==> config.mk <==
export PLATFORM = sky130hd
export DESIGN_NAME = wdtco_top
export DESIGN_NICKNAME = d
export VERILOG_FILES = /design/src/include/wdtco_pkg.sv /design/src/hw/wdtco_divider.sv /design/src/hw/wdtco_top.sv
export SDC_FILE = /design/constraint.sdc
export NUM_CORES = 1
export LEC_CHECK = 0
export CORE_MARGIN = 2
export CORE_UTILIZATION = 47
export DETAILED_ROUTE_END_ITERATION = 8
export DONT_BUFFER_PORTS = 1
export GPL_ROUTABILITY_DRIVEN = 0
export PLACE_DENSITY = 0.62
export SETUP_SLACK_MARGIN = 0.1
export SLEW_MARGIN = 20
export SYNTH_ARGS = -nofsm -noshare
export SYNTH_HDL_FRONTEND = slang
export SYNTH_SLANG_ARGS = --single-unit
==> constraint.sdc <==
create_clock -name sys_clk -period 2.15 [get_ports sys_clk]
set_input_delay 0.43 -clock sys_clk [delete_from_list [all_inputs] [get_ports sys_clk]]
set_output_delay 0.43 -clock sys_clk [all_outputs]
set_load 0.01 [all_outputs]
==> src/include/wdtco_pkg.sv <==
// constants shared by the watchdog / clock timer / clock output block
package wdtco_pkg;
  // cpu i/o map
  localparam logic [23:0] CTRL_ADDR = 24'h00ff40;
  localparam logic [23:0] SYSCFG0_ADDR = 24'h00ff00;
  localparam logic [23:0] SYSCFG1_ADDR = 24'h00ff01;
  localparam logic [23:0] NMI_VECTOR_ADDR = 24'h000004;

  // control register fields
  localparam int CT_RUN_BIT = 0;
  localparam int CT_CLEAR_BIT = 1;
  localparam int WD_CLEAR_BIT = 2;
  localparam int CO_ENABLE_BIT = 3;
  localparam int CO_SEL_LSB = 4;
  localparam int CO_SEL_MSB = 6;
  localparam logic CT_RUN_RESET = 1'b0;
  localparam logic CO_ENABLE_RESET = 1'b0;
  localparam logic [2:0] CO_SEL_RESET = 3'h0;

  // select field: msb picks the high-frequency source, low bits the divide
  localparam int CO_SEL_SRC_BIT = 2;

  // counter sizes and reset values
  localparam int CT_WIDTH = 16;
  localparam logic [CT_WIDTH-1:0] CT_RESET = 16'h0000;
  localparam int WD_WIDTH = 16;
  localparam logic [WD_WIDTH-1:0] WD_RESET = 16'h0000;
  localparam int WD_PRESCALE_WIDTH = 8;
  // low-frequency oscillator edges per watchdog tick
  localparam logic [WD_PRESCALE_WIDTH-1:0] WD_PRESCALE = 8'h80;
  // watchdog ticks until expiry; no period is documented
  localparam logic [WD_WIDTH-1:0] WD_TIMEOUT_DEFAULT = 16'h0400;
endpackage

==> src/hw/wdtco_divider.sv <==
// prescaler: one output pulse for every DIV input pulses
`timescale 1ns/1ps
`default_nettype none
module wdtco_divider #(
  parameter int WIDTH = 8
) (
  // clock and reset
  input wire logic sys_clk,
  input wire logic rst_n,
  // control
  input wire logic [WIDTH-1:0] divValue,
  input wire logic clear,
  // ticks
  input wire logic tickIn,
  output logic tickOut
);
  logic [WIDTH-1:0] count_reg;

  always_ff @(posedge sys_clk or negedge rst_n) begin
    if (!rst_n) begin
      count_reg <= '0;
      tickOut <= 1'b0;
    end else if (clear) begin
      count_reg <= '0;
      tickOut <= 1'b0;
    end else if (tickIn) begin
      if (count_reg == divValue - 1'b1) begin
        count_reg <= '0;
        tickOut <= 1'b1;
      end else begin
        count_reg <= count_reg + 1'b1;
        tickOut <= 1'b0;
      end
    end else begin
      tickOut <= 1'b0;
    end
  end
endmodule
`default_nettype wire

==> src/hw/wdtco_top.sv <==
// watchdog timer, clock timer control and divided clock output, one shared register
`timescale 1ns/1ps
`default_nettype none
module wdtco_top #(
  parameter logic [wdtco_pkg::WD_WIDTH-1:0] WD_TIMEOUT = wdtco_pkg::WD_TIMEOUT_DEFAULT
) (
  // clock and reset
  input wire logic sys_clk,
  input wire logic rst_n,
  // cpu i/o access
  input wire logic [23:0] ioAddr,
  input wire logic ioWrEn,
  input wire logic ioRdEn,
  input wire logic [7:0] ioWrData,
  output logic [7:0] ioRdData,
  // interrupt to cpu
  output logic nmiReqN,
  input wire logic nmiAck,
  output logic [23:0] nmiVector,
  output logic intrEnable,
  // oscillator pins
  input wire logic lowFreqOscClock,
  input wire logic highFreqOscClock,
  // clock timer and clock output
  output logic [wdtco_pkg::CT_WIDTH-1:0] clockTimerCount,
  output logic clockOutPin
);
  import wdtco_pkg::*;

  // ------------------------------------------------------------
  // oscillator sampling
  // ------------------------------------------------------------
  logic lfMeta_reg, lfSync_reg, lfLast_reg;
  logic hfMeta_reg, hfSync_reg, hfLast_reg;
  logic lfRise, hfRise;

  always_ff @(posedge sys_clk or negedge rst_n) begin
    if (!rst_n) begin
      lfMeta_reg <= 1'b0;
      lfSync_reg <= 1'b0;
      lfLast_reg <= 1'b0;
      hfMeta_reg <= 1'b0;
      hfSync_reg <= 1'b0;
      hfLast_reg <= 1'b0;
    end else begin
      lfMeta_reg <= lowFreqOscClock;
      lfSync_reg <= lfMeta_reg;
      lfLast_reg <= lfSync_reg;
      hfMeta_reg <= highFreqOscClock;
      hfSync_reg <= hfMeta_reg;
      hfLast_reg <= hfSync_reg;
    end
  end

  // high source must stay below half of sys_clk to be followed
  assign lfRise = lfSync_reg & ~lfLast_reg;
  assign hfRise = hfSync_reg & ~hfLast_reg;

  // ------------------------------------------------------------
  // register access
  // ------------------------------------------------------------
  logic ctrlWrite, wdClear, ctClear;
  logic ctRun_reg, coEnable_reg;
  logic [2:0] coSel_reg;

  assign ctrlWrite = ioWrEn && (ioAddr == CTRL_ADDR);
  assign wdClear = ctrlWrite && ioWrData[WD_CLEAR_BIT];
  assign ctClear = ctrlWrite && ioWrData[CT_CLEAR_BIT];

  always_ff @(posedge sys_clk or negedge rst_n) begin
    if (!rst_n) begin
      ctRun_reg <= CT_RUN_RESET;
      coEnable_reg <= CO_ENABLE_RESET;
      coSel_reg <= CO_SEL_RESET;
    end else if (ctrlWrite) begin
      ctRun_reg <= ioWrData[CT_RUN_BIT];
      coEnable_reg <= ioWrData[CO_ENABLE_BIT];
      coSel_reg <= ioWrData[CO_SEL_MSB:CO_SEL_LSB];
    end
  end

  // clear bits and bit 7 always read zero
  always_ff @(posedge sys_clk or negedge rst_n) begin
    if (!rst_n) begin
      ioRdData <= 8'h00;
    end else if (ioRdEn && (ioAddr == CTRL_ADDR)) begin
      ioRdData <= {1'b0, coSel_reg, coEnable_reg, 2'b00, ctRun_reg};
    end else begin
      ioRdData <= 8'h00;
    end
  end

  // ------------------------------------------------------------
  // interrupt gate after reset
  // ------------------------------------------------------------
  logic cfg0Seen_reg, cfg1Seen_reg;

  always_ff @(posedge sys_clk or negedge rst_n) begin
    if (!rst_n) begin
      cfg0Seen_reg <= 1'b0;
      cfg1Seen_reg <= 1'b0;
    end else if (ioWrEn) begin
      if (ioAddr == SYSCFG0_ADDR) begin
        cfg0Seen_reg <= 1'b1;
      end
      if (ioAddr == SYSCFG1_ADDR) begin
        cfg1Seen_reg <= 1'b1;
      end
    end
  end

  assign intrEnable = cfg0Seen_reg & cfg1Seen_reg;

  // ------------------------------------------------------------
  // clock timer
  // ------------------------------------------------------------
  logic [CT_WIDTH-1:0] ctCount_reg;

  always_ff @(posedge sys_clk or negedge rst_n) begin
    if (!rst_n) begin
      ctCount_reg <= CT_RESET;
    end else if (ctClear) begin
      ctCount_reg <= CT_RESET;
    end else if (ctRun_reg && lfRise) begin
      ctCount_reg <= ctCount_reg + 1'b1;
    end
  end

  assign clockTimerCount = ctCount_reg;

  // ------------------------------------------------------------
  // watchdog
  // ------------------------------------------------------------
  logic wdTick, wdExpire;
  logic [WD_WIDTH-1:0] wdCount_reg;
  logic nmiPending_reg;

  wdtco_divider #(
    .WIDTH(WD_PRESCALE_WIDTH)
  ) u_wd_prescale (
    .sys_clk(sys_clk),
    .rst_n(rst_n),
    .divValue(WD_PRESCALE),
    .clear(wdClear),
    .tickIn(lfRise),
    .tickOut(wdTick)
  );

  assign wdExpire = wdTick && (wdCount_reg == WD_TIMEOUT - 1'b1) && !wdClear;

  // no enable exists: the count runs from reset on
  always_ff @(posedge sys_clk or negedge rst_n) begin
    if (!rst_n) begin
      wdCount_reg <= WD_RESET;
    end else if (wdClear) begin
      wdCount_reg <= WD_RESET;
    end else if (wdExpire) begin
      wdCount_reg <= WD_RESET;
    end else if (wdTick) begin
      wdCount_reg <= wdCount_reg + 1'b1;
    end
  end

  // pending stays while the config gate is shut; a new expiry beats an ack
  always_ff @(posedge sys_clk or negedge rst_n) begin
    if (!rst_n) begin
      nmiPending_reg <= 1'b0;
    end else if (wdExpire) begin
      nmiPending_reg <= 1'b1;
    end else if (nmiAck) begin
      nmiPending_reg <= 1'b0;
    end
  end

  // no mask or priority term sits in this path
  always_ff @(posedge sys_clk or negedge rst_n) begin
    if (!rst_n) begin
      nmiReqN <= 1'b1;
    end else begin
      nmiReqN <= ~(nmiPending_reg & intrEnable & ~nmiAck);
    end
  end

  assign nmiVector = NMI_VECTOR_ADDR;

  // ------------------------------------------------------------
  // divided clock output
  // ------------------------------------------------------------
  logic [2:0] lfDiv_reg, hfDiv_reg;
  logic [3:0] srcTaps;
  logic srcSel;

  always_ff @(posedge sys_clk or negedge rst_n) begin
    if (!rst_n) begin
      lfDiv_reg <= 3'h0;
      hfDiv_reg <= 3'h0;
    end else begin
      if (lfRise) begin
        lfDiv_reg <= lfDiv_reg + 3'h1;
      end
      if (hfRise) begin
        hfDiv_reg <= hfDiv_reg + 3'h1;
      end
    end
  end

  // divide by 1 follows the source, each counter bit halves again
  always_comb begin
    if (coSel_reg[CO_SEL_SRC_BIT]) begin
      srcTaps = {hfDiv_reg, hfSync_reg};
    end else begin
      srcTaps = {lfDiv_reg, lfSync_reg};
    end
    srcSel = srcTaps[coSel_reg[1:0]];
  end

  always_ff @(posedge sys_clk or negedge rst_n) begin
    if (!rst_n) begin
      clockOutPin <= 1'b0;
    end else begin
      clockOutPin <= coEnable_reg & srcSel;
    end
  end
endmodule
`default_nettype wire

==> results of run 1 <==
## cell usage in the layout (no fill, tap or decap), drive strengths merged, types with 4 or more instances in the layout
cell / count
mux2: 6
nor2: 25
ha: 5
nand4: 11
o31ai: 4
a211oi: 4
and2: 7
o21ai: 6
nor4: 11
and3: 5
inv: 6
xnor2: 12
xor2: 14
dfrtp: 67
conb: 27
nor3: 12
and4: 4
nor2b: 6
or4: 4
nand2: 28
a21oi: 12
nand3: 13
clkbuf: 10
buf: 7
or3: 6
## critical path, delay by kind of cell, from the launching register on
kind            cells  cell delay [ps]
compound gates      1              140
flops               1              490
simple gates        3             1170
## area by class of cell
cell class | instances | area, sq um
inverters | 6 | 22.52
repair buffers | 8 | 95.09
well taps | 99 | 123.9
clock buffers | 10 | 137.6
multi-input cells | 246 | 1573
clock inverters | 6 | 111.4
fillers | 636 | 3410
flip-flops and latches | 68 | 1703
## power by group through the flow
stage               registers, W  clock network, W  logic (W)
floorplan                0.00158                 0   0.000442
global placement         0.00161                 0   0.000443
detailed placement       0.00162                 0   0.000455
CTS                      0.00159           0.00133   0.000491
global route             0.00162           0.00139   0.000572
finish                   0.00160           0.00129   0.000485
## kinds of logic after synthesis
| group | Yosys count |
|---|---|
| AND/OR/NAND/NOR | 140 |
| flip-flops | 68 |
| buffers and inverters | 40 |
| AO/OA/AOI/OAI | 38 |
| XOR/XNOR | 26 |
| multiplexers | 10 |
| adder cells (fa/ha/maj) | 5 |
| other | 2 |
## how the worst min path moves through the flow
stage                     startpoint             endpoint  slack [ps]  depth (start not counted)
CTS                  lowFreqOscClock           lfMeta_reg          90                          0
detailed placement             rst_n  clockTimerCount[15]         140                          0
global route        highFreqOscClock           hfMeta_reg          80                          0
global placement               rst_n  clockTimerCount[15]         140                          0
floorplan                      rst_n         cfg0Seen_reg         130                          0
finish               lowFreqOscClock           lfMeta_reg         110                          0
## per-layer routing
metal  global-route usage [%]  up-vias
li1                         -     1132
met1                    19.81     1125
met2                    25.20       71
met3                    6.094       12
met4                    7.870        0
met5                        0        -
## metrics by stage
step           hold WS (ps)  utilization [%]
2_1_floorplan         134.4                -
3_3_place_gp          135.7            48.49
3_5_place_dp          135.9            48.49
4_1_cts               87.46            52.48
5_1_grt               82.17            52.48
6_report              106.8            52.48
==> flow_metrics.env, run 1 <==
export IMPL_rows=31
export IMPL_grt_pass1_vias=2240
export IMPL_routed_wl_um=6097
export IMPL_grt_pass1_wl_um=9825
export IMPL_post_cts_resized=0
export IMPL_maxSlewViolCount=0
export IMPL_met2_wirelength_um=2905
export IMPL_drv_cap=0
export IMPL_drt_met1_wl_um=2681
export IMPL_r2r_end="clockTimerCount[15]"
export IMPL_start_kind="flop"
export IMPL_routed_wl_met3_um=379
export IMPL_yosysUniqueCellTypes=48
export IMPL_p_sw_w=0.0009172
export IMPL_synth_most_common_cell="dfrtp_1"
export IMPL_grt_max_degree=69
export IMPL_drt_iter0_drc=136
export IMPL_cts_sinks=68
export IMPL_dp_cells=425
export IMPL_synthMuxAreaShare_pct=3.855
export IMPL_synth_xor_area_share_pct=6.618
export IMPL_yosysSeqAreaShare_pct=49.49
export IMPL_synth_top_family_by_area="simple AND/OR/NAND/NOR gates"
export IMPL_seqPwrFrac_pct=47.3
export IMPL_dr_max_layer_used="met4"
export IMPL_portBuffers=0
export IMPL_path_cells="nand4b_4 > or3_4 > or4_4 > a21oi_2"
export IMPL_die_area_sq_um=8021
export IMPL_vdd_drop_max_mv=0.3415
export IMPL_syn_mean_instance_area_sq_um=10.46
export IMPL_worst_ep_required_time_ps=2430
export IMPL_critPathSlowestCell="or4_4"
export IMPL_place_area_sq_um=3480
export IMPL_r2r_start="clockTimerCount[2]"
export IMPL_clk_latency_ps=350
export IMPL_synth_edf_count=0
export IMPL_worst_pin_slew_ps=599.0
export IMPL_crit_type="flop to flop"
export IMPL_internal_power_w=0.002461
export IMPL_synth_fa_ha_area_share_pct=1.818
export IMPL_async_flop_share_pct=100.0
export IMPL_yosys_register_bits=68
export IMPL_ys_warn_count=0
export IMPL_totalNegativeSetupSlack_ps=0
export IMPL_synth_ff_type="dfrtp_1"
export IMPL_die_h_um=89.56
export IMPL_num_antenna_cells=0
export IMPL_cp_data_arrival_time_ps=2160
export IMPL_rsz0062_at_grt="false"
export IMPL_leakagePower_nw=1.602
export IMPL_die_w_um=89.56
export IMPL_core_area_sq_um=7176
export IMPL_hold_viol=0
export IMPL_finClkSkew_ps=6.683
export IMPL_hold_path_class="primary input to flop"
export IMPL_postCtsSetupBuffers=0
export IMPL_htreeDepth=3
export IMPL_fmax_mhz=529.7
export IMPL_place_ws_ps=184.3
export IMPL_clockPowerShare_pct=38.3
export IMPL_overflow=0
export IMPL_reg2reg_setup_slack_ps=260
export IMPL_num_vias=2340
export IMPL_cts_clk_slew_worst_paths_ps=70
export IMPL_postSynthCellCount=329
export IMPL_fin_crit_sh_pct=87.82
export IMPL_ant_nets=0
export IMPL_p_per_area_nw_per_um2=897.0
export IMPL_crit_path_end_kind="flop"
export IMPL_cts_tree="done"
export IMPL_synth_area_sq_um=3441
export IMPL_via_per_inst=5.282
export IMPL_yosysTopAreaCell="dfrtp_1"
export IMPL_antenna_found_initial=0
export IMPL_ys_top_cells_by_area="dfrtp_1 (49%), buf_4 (6.1%), xor2_1 (3.6%)"
export IMPL_ios=90
export IMPL_synthToLayoutAreaGrowth_pct=9.454
export IMPL_grt_usage_pct=16.21
export IMPL_cp_endpoint="clockTimerCount[15]"
export IMPL_cts_made_buffers=9
export IMPL_critPathMaxStageDelay_ps=520
export IMPL_fin_nets=383
export IMPL_max_slew_margin_pct=59.98
export IMPL_start_util_pct=47.95
export IMPL_totalPowerFinal_w=0.003378
export IMPL_swShare_pct=27.15
export IMPL_final_area_sq_um=3766
export IMPL_ctsRootBufferMaster="clkbuf_8"
export IMPL_crit_fanout=10
export IMPL_yosys_area_share_simple_pct=23.35
export IMPL_reg2regPathDepth=4
export IMPL_hpwl_um=4156
export IMPL_synth_compound_area_share_pct=7.127
export IMPL_wl_per_cell_um=13.76
export IMPL_fin_crit_ps=1888
export IMPL_ys_top_cells_by_count="dfrtp_1 (67), buf_4 (28), nand2_1 (28), nor2_1 (25), xor2_1 (14)"
export IMPL_final_cells=443
export IMPL_synth_top_area_share_pct=48.73
export IMPL_drc=0
export IMPL_cp_startpoint="clockTimerCount[2]"
export IMPL_clockBufferDepth=2
export IMPL_comb_power_share_pct=14.4
export IMPL_setup_viol=0
export IMPL_drive_gt1_share_pct=11.63
export IMPL_first_pass_iters=4
export IMPL_cts_hold_fix_buffers=2
export IMPL_status="complete, no violations"
export IMPL_fin_ws_ps=262.0
(Power assumes the default switching activity.)
==> run 2: changes to the inputs <==
==> constraint.sdc (replaced) <==
create_clock -name sys_clk -period 2.2 [get_ports sys_clk]
set_input_delay 0.44 -clock sys_clk [delete_from_list [all_inputs] [get_ports sys_clk]]
set_output_delay 0.44 -clock sys_clk [all_outputs]
set_load 0.01 [all_outputs]
==> run 2 against run 1 <==
Against the previous run: die area stayed put; clock skew hardly changed; clock power hardly changed; fmax is 1.3% higher; critical path depth stayed put; sequential share of layout area is 0.060 points higher; sequential power is 3% lower; clock-buffer cell count stayed put; final cell count is 0.23% higher; hold slack better by 22 ps; highest routed layer unchanged.
==> flow_metrics.env, run 2 (synthesis gave the netlist of run 1 again) <==
export IMPL_holdPathStages=0
export IMPL_num_antenna_cells=0
export IMPL_cts_clk_slew_worst_paths_ps=70
export IMPL_reg2reg_setup_slack_ps=340
export IMPL_hold_viol=0
export IMPL_critPathSlowestCell="or4_4"
export IMPL_totalNegativeSetupSlack_ps=0
export IMPL_fin_ws_ps=336.3
export IMPL_drv_cap=0
export IMPL_clk_latency_ps=340
export IMPL_max_slew_margin_pct=57.98
export IMPL_ant_nets=0
export IMPL_cp_data_arrival_time_ps=2130
export IMPL_rows=31
export IMPL_reg2regPathDepth=4
export IMPL_dr_max_layer_used="met4"
export IMPL_vdd_drop_max_mv=0.3146
export IMPL_maxSlewViolCount=0
export IMPL_hold_worst_slack_ps=129.1
export IMPL_routed_wl_um=6187
export IMPL_place_ws_ps=190.2
export IMPL_first_pass_iters=4
export IMPL_cp_depth=4
export IMPL_crit_type="flop to flop"
export IMPL_crit_family="simple AND/OR/NAND/NOR gates"
export IMPL_crit_path_end_kind="flop"
export IMPL_fin_nets=384
export IMPL_ios=90
export IMPL_grt_max_degree=69
export IMPL_critPathMaxStageDelay_ps=520
export IMPL_grt_pass1_wl_um=10150
export IMPL_num_vias=2344
export IMPL_cts_made_buffers=9
export IMPL_final_cell_mix="dfrtp_1 (67), nand2_1 (28), conb_1 (27)"
export IMPL_drt_met1_wl_um=2843
export IMPL_wl_per_cell_um=13.93
export IMPL_crit_fanout=10
export IMPL_r2r_start="lfSync_reg"
export IMPL_overflow=0
export IMPL_critPathBufInv=0
export IMPL_ctsRootBufferMaster="clkbuf_8"
export IMPL_core_area_sq_um=7176
export IMPL_hpwl_um=4209
export IMPL_cts_sinks=68
export IMPL_met2_wirelength_um=2900
export IMPL_fin_crit_ps=1864
export IMPL_finClkSkew_ps=7.090
export IMPL_grt_pass1_vias=2226
export IMPL_die_w_um=89.56
export IMPL_status="complete, no violations"
export IMPL_final_cells=444
export IMPL_min_from="lowFreqOscClock"
export IMPL_grt_usage_pct=16.54
export IMPL_start_util_pct=47.95
export IMPL_holdPathEnd="lfMeta_reg"
export IMPL_drt_iter0_drc=83
export IMPL_p_per_area_nw_per_um2=876.8
export IMPL_antenna_found_initial=0
export IMPL_fin_crit_sh_pct=84.71
export IMPL_hold_path_class="primary input to flop"
export IMPL_rsz0062_at_grt="false"
export IMPL_layout_commonest_cell="dfrtp_1"
export IMPL_postCtsSetupBuffers=0
export IMPL_htreeDepth=3
export IMPL_fill_cells=653
export IMPL_path_cells="nand4b_4 > or3_4 > or4_4 > a21oi_2"
export IMPL_post_cts_resized=0
export IMPL_cts_tree="done"
export IMPL_die_area_sq_um=8021
export IMPL_worst_pin_slew_ps=629.1
export IMPL_dp_cells=426
export IMPL_setup_viol=0
export IMPL_worst_ep_required_time_ps=2460
export IMPL_clockBufferDepth=2
export IMPL_via_per_inst=5.279
export IMPL_die_h_um=89.56
export IMPL_start_kind="flop"
export IMPL_r2r_end="clockTimerCount[15]"
export IMPL_drive_gt1_share_pct=11.88
export IMPL_leakagePower_nw=1.604
export IMPL_fmax_mhz=536.6
export IMPL_routed_wl_met3_um=346
export IMPL_portBuffers=0
export IMPL_drc=0
export IMPL_synthToLayoutAreaGrowth_pct=9.309
==> run 2: per-layer routing <==
layer	up-vias	track usage, %
met5	-	0
met4	0	6.920
met3	8	4.894
met2	73	26.27
met1	1123	21.04
li1	1140	-
==> run 2: cell type report <==
class	count	area [sq um]	share of cell area, %
inverters	6	22.52	0.5988
multi-input cells	246	1573	41.82
repair buffers	9	90.09	2.395
clock inverters	6	111.4	2.961
well taps	99	123.9	3.293
clock buffers	10	137.6	3.659
flip-flops and latches	68	1703	45.28
==> run 2: per-stage QoR <==
stage                     instance area [sq um]  util [%]  power, W
after floorplan                            3535         -  0.001971
after global placement                     3475     48.42  0.002007
after detailed placement                   3475     48.42  0.002024
after CTS                                  3761     52.42  0.003336
after global routing                       3761     52.42  0.003492
final                                      3761     52.42  0.003298
==> run 2: how the worst max path moves through the flow <==
stage              startpoint             endpoint  slack, ps
6_report           lfSync_reg  clockTimerCount[15]        340
5_1_grt        wdCount_reg[0]      wdCount_reg[14]        190
4_1_cts             ctRun_reg  clockTimerCount[15]        320
3_5_place_dp        ioAddr[1]         coSel_reg[2]        190
3_3_place_gp       ioAddr[17]         coSel_reg[2]        250
2_1_floorplan      ioAddr[17]         coEnable_reg        290
==> run 2: power by group <==
group	internal (W)	switching, W
sequential	0.00140	0.000159
clock	0.000784	0.000477
combinational	0.000216	0.000259
total	0.00240	0.000895
==> run 2: worst reg2reg max path: stages (launching register included) <==
cell	delay (ps)
dfrtp_1	470
nand4b_4	210
or3_4	450
or4_4	520
a21oi_2	140
==> run 2: repair_timing <==
| action | in CTS | in global routing |
|---|---|---|
| endpoints found under the hold margin | 68 | 0 |
| endpoints found under the setup margin | 0 | 0 |
| hold buffers | 2 | 0 |
==> run 3: changes to the inputs <==
--- a/config.mk
+++ b/config.mk
@@ -10,7 +10,7 @@
 export DETAILED_ROUTE_END_ITERATION = 8
 export DONT_BUFFER_PORTS = 1
 export GPL_ROUTABILITY_DRIVEN = 0
-export PLACE_DENSITY = 0.62
+export PLACE_DENSITY = 0.64
 export SETUP_SLACK_MARGIN = 0.1
 export SLEW_MARGIN = 20
 export SYNTH_ARGS = -nofsm -noshare
==> constraint.sdc (replaced) <==
create_clock -name sys_clk -period 1.55 [get_ports sys_clk]
set_input_delay 0.31 -clock sys_clk [delete_from_list [all_inputs] [get_ports sys_clk]]
set_output_delay 0.31 -clock sys_clk [all_outputs]
set_load 0.01 [all_outputs]
==> run 3 against run 2 <==
Against the previous run: hold slack got worse by 480 ps; via count rose by 14%; power increased by 47%; sequential power increased by 42%; highest routed layer unchanged; the run now ends with negative hold slack, negative setup slack left.
==> flow_metrics.env, run 3 (synthesis gave the netlist of run 1 again) <==
export IMPL_setup_viol=3
export IMPL_cts_hold_fix_buffers=2
export IMPL_cts_clk_slew_worst_paths_ps=80
export IMPL_critPathMaxStageDelay_ps=440
export IMPL_ctsRootBufferMaster="clkbuf_8"
export IMPL_start_kind="flop"
export IMPL_leakagePower_nw=2.046
export IMPL_critPathSlowestCell="or4_4"
export IMPL_first_pass_iters=4
export IMPL_wl_per_cell_um=15.26
export IMPL_crit_fanout=5
export IMPL_htreeDepth=3
export IMPL_hold_worst_slack_ps=-352.2
export IMPL_hpwl_um=5150
export IMPL_cts_made_buffers=9
export IMPL_cts_sinks=68
export IMPL_core_area_sq_um=7176
export IMPL_worst_ep_required_time_ps=1820
export IMPL_path_cells="nand4b_4 > or3_4 > or4_4 > a21oi_2"
export IMPL_via_per_inst=5.276
export IMPL_cp_data_arrival_time_ps=1990
export IMPL_hold_viol=68
export IMPL_ant_nets=0
export IMPL_fin_nets=448
export IMPL_final_cell_mix="dfrtp_1 (61), buf_4 (56), conb_1 (27)"
export IMPL_register_area_sq_um=1710
export IMPL_grt_pass1_vias=2581
export IMPL_drc=0
export IMPL_status="complete, but fails checks"
export IMPL_crit_family="simple AND/OR/NAND/NOR gates"
export IMPL_fmax_mhz=581.3
export IMPL_violations="negative hold slack, negative setup slack"
export IMPL_portBuffers=0
export IMPL_drt_iter0_drc=82
export IMPL_place_ws_ps=-155.0
export IMPL_crit_type="flop to flop"
export IMPL_cts_tree="done"
export IMPL_fin_crit_sh_pct=111.0
export IMPL_r2r_start="lfLast_reg"
export IMPL_drv_cap=0
export IMPL_clockBufferDepth=2
export IMPL_finClkSkew_ps=6.101
export IMPL_vdd_drop_max_mv=0.4898
export IMPL_cp_startpoint="lfLast_reg"
export IMPL_reg2regPathDepth=4
export IMPL_final_cells=508
export IMPL_start_util_pct=47.95
export IMPL_ios=90
export IMPL_p_per_area_nw_per_um2=1025
export IMPL_fill_cells=562
export IMPL_totalPowerFinal_w=0.004858
export IMPL_overflow=0
export IMPL_critPathBufInv=0
export IMPL_grt_pass1_wl_um=11990
export IMPL_rsz0062_at_grt="true"
export IMPL_die_w_um=89.56
export IMPL_grt_max_degree=69
export IMPL_grt_usage_pct=19.62
export IMPL_num_antenna_cells=0
export IMPL_clk_latency_ps=350
export IMPL_maxSlewViolCount=0
export IMPL_multi_input_area_sq_um=2001
export IMPL_fin_ws_ps=-170.2
export IMPL_antenna_found_initial=0
export IMPL_layout_commonest_cell="dfrtp_1"
export IMPL_num_vias=2680
export IMPL_crit_path_end_kind="flop"
export IMPL_routed_wl_um=7753
export IMPL_die_h_um=89.56
export IMPL_rows=31
export IMPL_fin_crit_ps=1720
export IMPL_synthToLayoutAreaGrowth_pct=37.71
export IMPL_drive_gt1_share_pct=41.56
export IMPL_cp_depth=4
export IMPL_hold_path_class="primary input to asynchronous set/reset pin"
export IMPL_dp_cells=474
export IMPL_die_area_sq_um=8021
==> run 3: routing by layer <==
| metal | GRT usage, % | routed length, um |
|---|---|---|
| met5 | 0 | 0 |
| met4 | 6.106 | 114 |
| met3 | 5.540 | 334 |
| met2 | 33.56 | 4049 |
| met1 | 23.96 | 3254 |
==> run 3: stage by stage <==
stage / cell area, sq um / util, % / TNS (ps) / hold WS (ps)
2_1_floorplan: 3715 / - / -2805 / 14.41
3_3_place_gp: 4055 / 56.51 / -2181 / 15.79
3_5_place_dp: 4055 / 56.51 / -3420 / 15.74
4_1_cts: 4548 / 63.38 / -135.5 / -362.4
5_1_grt: 4738 / 66.03 / -729.4 / -371.8
6_report: 4738 / 66.03 / -241.6 / -352.2
==> run 3: area by class of cell <==
type	instances	share of cell area (%)
Multi-Input combinational cell	246	42.22
Clock inverter	7	2.086
Inverter	6	0.4753
Tap cell	99	2.614
Clock buffer	9	2.614
Sequential cell	68	36.10
Timing Repair Buffer	73	13.89
==> run 3: what timing repair did <==
action,in CTS,in global routing
setup buffers,10,7
cloned,1,0
pin swaps,28,25
setup endpoints to repair,13,32
endpoints found under the hold margin,70,68
resized for setup,34,34
==> run 3: power by group <==
group / switching [W] / internal (W) / total [W]
Combinational: 0.000500 / 0.000499 / 0.000999
Clock: 0.000734 / 0.000913 / 0.00165
Sequential: 0.000219 / 0.00199 / 0.00221
==> run 3: worst paths after layout <==
kind | endpoint | slack (ps)
worst max register to register | clockTimerCount[14] | -170
worst max-delay path | clockTimerCount[14] | -170
max in group asynchronous | nmiReqN | 1720
min in group sys_clk | nmiPending_reg | 60
worst min-delay path | clockTimerCount[15] | -350
worst min register to register | hfSync_reg | 360
==> run 3: worst reg2reg max path: cells and delay by family (launching register included) <==
kind | cells | cell delay [ps]
compound gates | 1 | 170
flops | 1 | 390
simple gates | 3 | 1080
